### src/rtl/cmbf_map.svh
`ifndef CMBF_MAP_SVH
`define CMBF_MAP_SVH
// Bus widths.
`define CMBF_PADDR_W     21
`define CMBF_PDATA_W     16
`define CMBF_XADDR_W     24
`define CMBF_XDATA_W     32
`define CMBF_HALF_W      16
// Address decode: the peripheral window sits at the top of data space.
`define CMBF_PERIPH_BASE 24'hffc000
`define CMBF_PERIPH_MASK 24'hffc000
// Data flash window inside data space.
`define CMBF_DFLASH_BASE 24'h004000
`define CMBF_DFLASH_MASK 24'hffc000
// Program flash versus program RAM: RAM occupies the top of program space.
`define CMBF_PRAM_BASE   21'h1ff800
`define CMBF_PRAM_MASK   21'h1ff800
// Access size codes.
`define CMBF_SZ_BYTE     2'h0
`define CMBF_SZ_WORD     2'h1
`define CMBF_SZ_LONG     2'h2
// Reset value of registered read data.
`define CMBF_RST_DATA    32'h00000000
`endif

### src/rtl/cmbf_pkg.sv
package cmbf_pkg;
  typedef enum logic [1:0] {
    CMBF_TGT_DRAM   = 2'b00,
    CMBF_TGT_DFLASH = 2'b01,
    CMBF_TGT_PERIPH = 2'b11
  } cmbf_tgt_t;
endpackage

### src/rtl/cmbf_fabric.sv
`timescale 1ns/100ps
`default_nettype none
`include "cmbf_map.svh"
module cmbf_fabric #(
  parameter int PADDR_W = `CMBF_PADDR_W,
  parameter int XADDR_W = `CMBF_XADDR_W
) (
  input  wire logic                     sys_clk,
  input  wire logic                     rstn,
  // Core program side.
  input  wire logic                     prog_rd,
  input  wire logic                     prog_wr,
  input  wire logic [PADDR_W-1:0]       prog_addr,
  output var  logic [15:0]              prog_rdata,
  // Core primary data side.
  input  wire logic                     primary_rd,
  input  wire logic                     primary_wr,
  input  wire logic [1:0]               primary_size,
  input  wire logic [XADDR_W-1:0]       primary_data_addr,
  input  wire logic [31:0]              primary_wdata,
  output var  logic [31:0]              primary_rdata,
  // Core secondary data side.
  input  wire logic                     second_rd,
  input  wire logic [XADDR_W-1:0]       second_data_addr,
  output var  logic [15:0]              second_read_bus,
  // Program flash array.
  output logic                          pflash_rd,
  output logic                          pflash_wr,
  output logic [PADDR_W-1:0]            pflash_addr,
  output logic [15:0]                   pflash_wdata,
  input  wire logic [15:0]              pflash_rdata,
  // Program RAM.
  output logic                          pram_rd,
  output logic                          pram_wr,
  output logic [PADDR_W-1:0]            pram_addr,
  output logic [15:0]                   pram_wdata,
  input  wire logic [15:0]              pram_rdata,
  // Data RAM primary port, 32 bits with size code.
  output logic                          dram_rd,
  output logic                          dram_wr,
  output logic [1:0]                    dram_size,
  output logic [XADDR_W-1:0]            dram_addr,
  output logic [31:0]                   dram_wdata,
  input  wire logic [31:0]              dram_rdata,
  // Data RAM secondary port, word reads only.
  output logic                          dram2_rd,
  output logic [XADDR_W-1:0]            dram2_addr,
  input  wire logic [15:0]              dram2_rdata,
  // Data flash array, 16-bit port.
  output logic                          dflash_rd,
  output logic                          dflash_wr,
  output logic [XADDR_W-1:0]            dflash_addr,
  output logic [15:0]                   dflash_wdata,
  input  wire logic [15:0]              dflash_rdata,
  // Peripheral register bus, 16 bits, flash control included.
  output logic                          periph_rd,
  output logic                          periph_wr,
  output logic [XADDR_W-1:0]            periph_addr,
  output logic [15:0]                   periph_reg_bus,
  input  wire logic [15:0]              periph_rdata
);
  // Address decode shared by both data paths.
  function automatic cmbf_pkg::cmbf_tgt_t decode(
    input logic [XADDR_W-1:0] a
  );
    if ((a & XADDR_W'(`CMBF_PERIPH_MASK)) == XADDR_W'(`CMBF_PERIPH_BASE)) begin
      decode = cmbf_pkg::CMBF_TGT_PERIPH;
    end else if ((a & XADDR_W'(`CMBF_DFLASH_MASK))
                 == XADDR_W'(`CMBF_DFLASH_BASE)) begin
      decode = cmbf_pkg::CMBF_TGT_DFLASH;
    end else begin
      decode = cmbf_pkg::CMBF_TGT_DRAM;
    end
  endfunction

  typedef struct packed {
    logic [15:0]           prog_rdata;
    logic [31:0]           primary_rdata;
    logic [15:0]           second_read_bus;
    logic                  p_ram;
    logic                  p_rd;
    cmbf_pkg::cmbf_tgt_t   x_tgt;
    logic                  x_rd;
    logic                  s_rd;
  } cmbf_st_t;

  cmbf_st_t          st;
  cmbf_st_t          next_st;
  logic              rst_n;
  logic [XADDR_W-1:0] x_addr;
  logic              p_is_ram;
  cmbf_pkg::cmbf_tgt_t x_tgt;
  cmbf_pkg::cmbf_tgt_t s_tgt;

  cmbf_sync_reset u_rst (
    .sys_clk    (sys_clk),
    .rstn       (rstn),
    .rst_sync_n (rst_n)
  );

  // Byte accesses may only land in the lower half of data space.
  always_comb begin
    x_addr = primary_data_addr;
    if (primary_size == `CMBF_SZ_BYTE) begin
      x_addr[XADDR_W-1] = 1'b0;
    end
  end

  assign p_is_ram = (prog_addr & PADDR_W'(`CMBF_PRAM_MASK))
                    == PADDR_W'(`CMBF_PRAM_BASE);
  assign x_tgt    = decode(x_addr);
  assign s_tgt    = decode(second_data_addr);

  // Program space strobes; writes carry only the low half of write data.
  assign pflash_rd    = prog_rd & ~p_is_ram;
  assign pflash_wr    = prog_wr & ~p_is_ram;
  assign pflash_addr  = prog_addr;
  assign pflash_wdata = primary_wdata[15:0];
  assign pram_rd      = prog_rd & p_is_ram;
  assign pram_wr      = prog_wr & p_is_ram;
  assign pram_addr    = prog_addr;
  assign pram_wdata   = primary_wdata[15:0];

  // Primary data strobes; the data RAM port keeps the full 32 bits.
  assign dram_rd    = primary_rd & (x_tgt == cmbf_pkg::CMBF_TGT_DRAM);
  assign dram_wr    = primary_wr & (x_tgt == cmbf_pkg::CMBF_TGT_DRAM);
  assign dram_size  = primary_size;
  assign dram_addr  = x_addr;
  assign dram_wdata = primary_wdata;

  // Flash contents go straight to the array, 16 bits wide.
  assign dflash_rd    = primary_rd & (x_tgt == cmbf_pkg::CMBF_TGT_DFLASH);
  assign dflash_wr    = primary_wr & (x_tgt == cmbf_pkg::CMBF_TGT_DFLASH);
  assign dflash_addr  = x_addr;
  assign dflash_wdata = primary_wdata[15:0];

  // Peripheral bus is driven in the same cycle, so no wait state exists.
  assign periph_rd      = primary_rd & (x_tgt == cmbf_pkg::CMBF_TGT_PERIPH);
  assign periph_wr      = primary_wr & (x_tgt == cmbf_pkg::CMBF_TGT_PERIPH);
  assign periph_addr    = x_addr;
  assign periph_reg_bus = primary_wdata[15:0];

  // The second path only reads data RAM; other targets are single-ported.
  assign dram2_rd   = second_rd & (s_tgt == cmbf_pkg::CMBF_TGT_DRAM);
  assign dram2_addr = second_data_addr;

  // Capture targets now; memories answer one cycle after the strobe.
  always_comb begin
    next_st       = st;
    next_st.p_rd  = prog_rd;
    next_st.p_ram = p_is_ram;
    next_st.x_rd  = primary_rd;
    next_st.x_tgt = x_tgt;
    next_st.s_rd  = second_rd & (s_tgt == cmbf_pkg::CMBF_TGT_DRAM);
    if (st.p_rd) begin
      next_st.prog_rdata = st.p_ram ? pram_rdata : pflash_rdata;
    end
    if (st.x_rd) begin
      case (st.x_tgt)
        cmbf_pkg::CMBF_TGT_DRAM:   next_st.primary_rdata = dram_rdata;
        cmbf_pkg::CMBF_TGT_DFLASH: next_st.primary_rdata =
                                     {16'h0000, dflash_rdata};
        cmbf_pkg::CMBF_TGT_PERIPH: next_st.primary_rdata =
                                     {16'h0000, periph_rdata};
        default:                   next_st.primary_rdata = dram_rdata;
      endcase
    end
    // Both reads return in the same cycle on their own buses.
    if (st.s_rd) begin
      next_st.second_read_bus = dram2_rdata;
    end
  end

  // State register; data outputs are held until the next read.
  always_ff @(posedge sys_clk or negedge rst_n) begin
    if (!rst_n) begin
      st <= '0;
    end else begin
      st <= next_st;
    end
  end

  assign prog_rdata      = st.prog_rdata;
  assign primary_rdata   = st.primary_rdata;
  assign second_read_bus = st.second_read_bus;
endmodule
`default_nettype wire

### src/rtl/cmbf_sync_reset.sv
`timescale 1ns/100ps
`default_nettype none
// Two-stage release of the asynchronous reset; assertion stays asynchronous.
module cmbf_sync_reset (
  input  wire logic sys_clk,
  input  wire logic rstn,
  output var  logic rst_sync_n
);
  typedef struct packed {
    logic s1;
    logic s2;
  } cmbf_rs_t;
  cmbf_rs_t st;
  cmbf_rs_t next_st;

  // Shift a one in after release.
  always_comb begin
    next_st    = st;
    next_st.s1 = 1'b1;
    next_st.s2 = st.s1;
  end

  // Registered stages.
  always_ff @(posedge sys_clk or negedge rstn) begin
    if (!rstn) begin
      st <= '0;
    end else begin
      st <= next_st;
    end
  end

  assign rst_sync_n = st.s2;
endmodule
`default_nettype wire

### config.mk
export PLATFORM = sky130hd
export DESIGN_NAME = cmbf_fabric
export DESIGN_NICKNAME = d
export VERILOG_FILES = /design/src/rtl/cmbf_pkg.sv /design/src/rtl/cmbf_fabric.sv /design/src/rtl/cmbf_sync_reset.sv
export VERILOG_INCLUDE_DIRS = /design/src /design/src/rtl
export SDC_FILE = /design/constraint.sdc
export NUM_CORES = 1
export LEC_CHECK = 0
export BUFFER_PORTS_ARGS = -buffer_cell sky130_fd_sc_hd__buf_2
export CAP_MARGIN = 20
export CORE_AREA = 10 10 197 199
export DETAILED_ROUTE_END_ITERATION = 7
export DIE_AREA = 0 0 207 209
export SLEW_MARGIN = 15
export SYNTH_ARGS = -nofsm -noshare
export SYNTH_HDL_FRONTEND = slang
export SYNTH_SLANG_ARGS = --single-unit
### constraint.sdc
create_clock -name sys_clk -period 2.4 [get_ports sys_clk]
set_clock_uncertainty 0.05 [all_clocks]
set_input_delay 0.36 -clock sys_clk [delete_from_list [all_inputs] [get_ports sys_clk]]
set_output_delay 0.36 -clock sys_clk [all_outputs]
set_load 0.01 [all_outputs]
Word level (Yosys, flattened, before mapping)
Index checks and enable logic that the tools add are counted.
{"block": "word_totals", "romBits": 0, "reg_bits": 72, "mem_bits_rw": 0, "out_inout_bits": 311, "n_memories": 0, "wordCells": 41, "latchBits": 0, "input_bits": 222}
{"block": "op_classes", "div_mod_pow": 0, "muxes": 7, "bitwise": 12, "n_lt_le_gt_ge": 0, "reduce_logical": 3, "n_addsub": 0, "n_mul": 0, "shifts": 0, "eq_ne": 9}
{"cell": "case mux 32 bit (2 select lines)", "count": 1}
{"cell": "== test 10 bit (second input constant)", "count": 3}
{"cell": "== test 10 x 1 -> 1 bit (second input constant)", "count": 2}
{"cell": "two-way mux 16 bit", "count": 1}
{"cell": "bitwise AND 1 bit", "count": 11}
{"cell": "zero test 2 bit", "count": 3}
{"cell": "== test 2 x 1 -> 1 bit (second input constant)", "count": 2}
{"cell": "== test 2 bit (second input constant)", "count": 2}
{"cell": "two-way mux 2 bit", "count": 2}
{"cell": "two-way mux 1 bit", "count": 3}
{"cell": "NOT 1 bit", "count": 1}

Depth between registers and ports, before layout
{"block": "logic_depth", "word_depth": 7, "depth_mapped": 5, "depth_no_buf": 3}

Hierarchy
A second synthesis with hierarchy kept.
{"block": "unflattened", "hier_cells": 602, "hier_area_um2": 5597.9}
{"mod": "cmbf_fabric", "area_per_inst_um2": 5544.1, "instances": 1, "cells_per_inst": 599, "seq_area_each_um2": 1751.7}
{"mod": "cmbf_sync_reset", "area_per_inst_um2": 53.8, "instances": 1, "cells_per_inst": 3, "seq_area_each_um2": 50.0}

Worst setup path before layout
OpenSTA, ideal clock, no wires.
{"block": "synth_path", "path_type": "input port to output port", "from": "input port primary_size[1]", "to": "output port dram_rd", "setup_slack_ps": 943, "t_arrival_ps": 1047, "path_buffers": 0, "required_ps": 1990, "path_stages": 3, "cell_sequence": "o21ai_1 > nor4_4 > nor3b_1"}
{"element": "start, declared", "line": "cmbf_fabric.sv:18", "text": "input wire logic [1:0] primary_size,"}
{"element": "end, declared", "line": "cmbf_fabric.sv:39", "text": "output logic dram_rd,"}

Worst setup path after layout
{"block": "layout_path", "from": "input port primary_data_addr[15]", "to": "output port dram_wr"}
{"block": "layout_via", "elab_chain_len": 5, "elab_cells_between_ends": 6, "cone_classes": "eq/ne (2); mux (2); bitwise (1); reduce/logical (1)"}
{"element": "start, declared", "line": "cmbf_fabric.sv:19", "text": "input wire logic [XADDR_W-1:0] primary_data_addr,"}
{"element": "== test 10 x 1 -> 1 bit", "line": "cmbf_fabric.sv:68", "text": "end else if ((a & XADDR_W'(`CMBF_DFLASH_MASK))"}
{"element": "two-way mux 1 bit", "line": "cmbf_fabric.sv:68"}
{"element": "two-way mux 2 bit *", "line": "cmbf_fabric.sv:66", "text": "if ((a & XADDR_W'(`CMBF_PERIPH_MASK)) == XADDR_W'(`CMBF_PERIPH_BASE)) begin"}
{"element": "zero test 2 bit *", "line": "cmbf_fabric.sv:126", "text": "assign dram_wr = primary_wr & (x_tgt == cmbf_pkg::CMBF_TGT_DRAM);"}
{"element": "bitwise AND 1 bit *", "line": "cmbf_fabric.sv:126"}
{"element": "end, declared", "line": "cmbf_fabric.sv:40", "text": "output logic dram_wr,"}
Every way passes the cells marked *; elsewhere a longest branch is shown, timed or not.

==> flow_summary.ini <==
[power]
pwr-share-clk = 0.398
total_power_mw = 3.34
sw_frac_of_total = 0.274
p_switching_uw = 913
power_frac_comb = 0.187
intPower_mw = 2.42
ir_drop_uv = 341
leakagePower_nw = 2.65
power.density_mw_per_mm2 = 595
sequentialPowerShare = 0.415

[clock_network]
clkLatencyLatePin_ns = 0.34
cts_repair_resize_count = 0
cts_root_buf = clkbuf_16
clock-sinks = 72
cts_setup_buffers = 0
cts_buffer_depth = 2
clk_pin_slew_ns = 0.06
cts_tree = yes
cts_buffers = 9
htree_levels = 3

[route]
routedWlPerCell_um = 18.7
drt.antenna.violating_nets = 0
drc_errors = 0
vias = 3521
wirelength_mm = 19.7
drt_iter0_drc = 154
viasPerCell = 3.34
first_pass_iters = 4

[timing]
tightest_slew_ns = 0.889
fin_crit_ns = 1.89
max_freq_ghz = 0.530
setup_violations = 0
finalCritPeriodShare = 0.787
fin_tns_setup_ns = 0
hold_viol = 0
slew_headroom = 0.407
grt_setup_unrepaired = false
slew_viol_final = 0

[synth]
synth_seq_cells = 72
yosysWarnings = 0
yosys-top-cells-count = 301 x buf_4, 72 x dfrtp_1, 36 x nor2_1
synth_area_mm2 = 0.00560
syn-num-nets = 824
synth_top_area_frac = 0.404
ys.flop_type = dfrtp_1
yosysSeqAreaShare = 0.322
yosysUniqueCellTypes = 29
synth-edff-count = 0
postSynthAreaPerCell_um2 = 9.30
synthCells = 602
synth.largest_area_cell = buf_4
synth_most_common_cell = buf_4
async_flop_share = 1.00
synth_area_leaders = buf_4 40%, dfrtp_1 32%, mux2_2 6.4%

[floorplanning]
core_area_mm2 = 0.0351
dieHeight_um = 209
die_area_mm2 = 0.0433
start_util = 0.160
die_w_um = 207
ios = 533
rows = 69

[grt]
antenna_found_initial = 0
grt_max_degree = 59
track_usage = 0.0843
first_global_vias = 3813
overflow = 0
grt_first_pass_wirelength_mm = 27.1

[place]
portBuffers = 287
place_inst = 1037
gp_congestion = 0.807
dp_hpwl_mm = 17.5

[final_layout]
drive_gt1_frac = 0.575
antenna_cells = 0
final.fill_count = 3956
final_cells = 1054
fin_nets = 810
seqCellArea_mm2 = 0.00180
syn2layout_area_growth_pct = 0.223
multi_input_area_mm2 = 0.00137

[critical_path]
criticalPathCategory = in -> out
cp.required_ns = 1.99
worstPathMaxFanout = 5
crit_arrival_ns = 1.48
start_kind = input pin
end_kind = primary output

[worst_hold_path]
hold_class = in -> reg

[job]
drv_cap = 0

[status]
status = complete, no violations
[final timing paths]
| check | startpoint | endpoint | slack [ns] | cells after the start |
|---|---|---|---|---|
| min in group asynchronous | u_rst.rst_sync_n | st[2] | 0.14 | 0 |
| min | prog_rd | st[4] | 0.10 | 1 |
| max reg2reg | st[5] | prog_rdata[7] | 0.92 | 2 |
| min reg2reg | u_rst.rst_sync_n | st[2] | 0.14 | 0 |
| max in group asynchronous | u_rst.rst_sync_n | primary_rdata[9] | 1.54 | 1 |
| max | primary_data_addr[15] | dram_wr | 0.51 | 6 |
[sequential cells by signal, indices dropped and copies added, names as in the netlist]
signal and flops:
u_rst.next_st 1, u_rst.rst_sync_n 1, primary_rdata 32, st 6
second_read_bus 16, prog_rdata 16
[kinds of logic (layout without fill, tap and decap cells)]
| family | Yosys count | count (layout) | share of synthesized area |
|---|---|---|---|
| muxes | 64 | 64 | 0.122 |
| DFF | 72 | 72 | 0.322 |
| and+or+nand+nor | 77 | 77 | 0.0755 |
| buffers and inverters | 337 | 328 | 0.434 |
| other | 1 | 1 | 0.000670 |
| AOI/OAI and AO/OA | 51 | 51 | 0.0463 |
[metrics by stage]
stage	utilization	setup slack (ns)	hold slack [ns]	instance area, µm²
global placement	0.151	0.516	0.0963	5300
CTS	0.160	0.504	0.0777	5610
finish	0.160	0.512	0.101	5610
detailed placement	0.151	0.506	0.0983	5300
floorplan	-	0.196	0.0144	5600
global route	0.160	0.422	0.0854	5610
[what timing repair did]
item	4_1_cts	5_1_grt
endpoints found under the setup margin	0	0
endpoints found under the hold margin	2	0
hold buffers	1	0
[cells in the final DEF (no fill, tap or decap), types with 2 or more instances in the layout]
cell	netlist	layout
o21ai_0	16	16
nor3b_1	2	2
nor3_1	2	2
mux2_2	32	32
nor2b_1	2	2
nor4b_1	2	2
a21oi_1	32	32
inv_1	19	19
buf_4	301	4
mux2i_1	32	32
nand3b_1	16	16
and2_1	4	4
nand2_1	3	3
nor2_1	36	36
buf_2	6	287
clkbuf_16	0	9
clkinvlp_4	0	2
nand4_1	6	6
dfrtp_1	72	71
[cell type report]
class,count,share of cell area
Clock buffer,10,0.0408
Tap cell,461,0.103
Timing Repair Buffer,293,0.267
Multi-Input combinational cell,193,0.244
Sequential cell,72,0.321
Clock inverter,6,0.0120
Inverter,19,0.0127
[power by group through the flow]
stage                     Combinational [mW]  Clock (mW)  Sequential, mW
after global routing                   0.687        1.43            1.40
after CTS                              0.643        1.39            1.39
after floorplan                        0.769           0            1.40
final                                  0.623        1.33            1.39
after global placement                 0.632           0            1.41
after detailed placement               0.640           0            1.41
[metal layers]
| metal | wire length (µm) | track usage | share of wire |
|---|---|---|---|
| met5 | 82 | 0.0149 | 0.0042 |
| met4 | 427 | 0.0315 | 0.022 |
| met3 | 3080 | 0.0604 | 0.16 |
| met2 | 9920 | 0.145 | 0.50 |
| met1 | 6230 | 0.0741 | 0.32 |
[critical path: stages]
cell and delay (ns):
buf_2 0.12, nor3_1 0.21, buf_4 0.17, nand4_1 0.20, nor3b_1 0.24, buf_2 0.16
No activity file was read; power rests on OpenSTA's default activity.
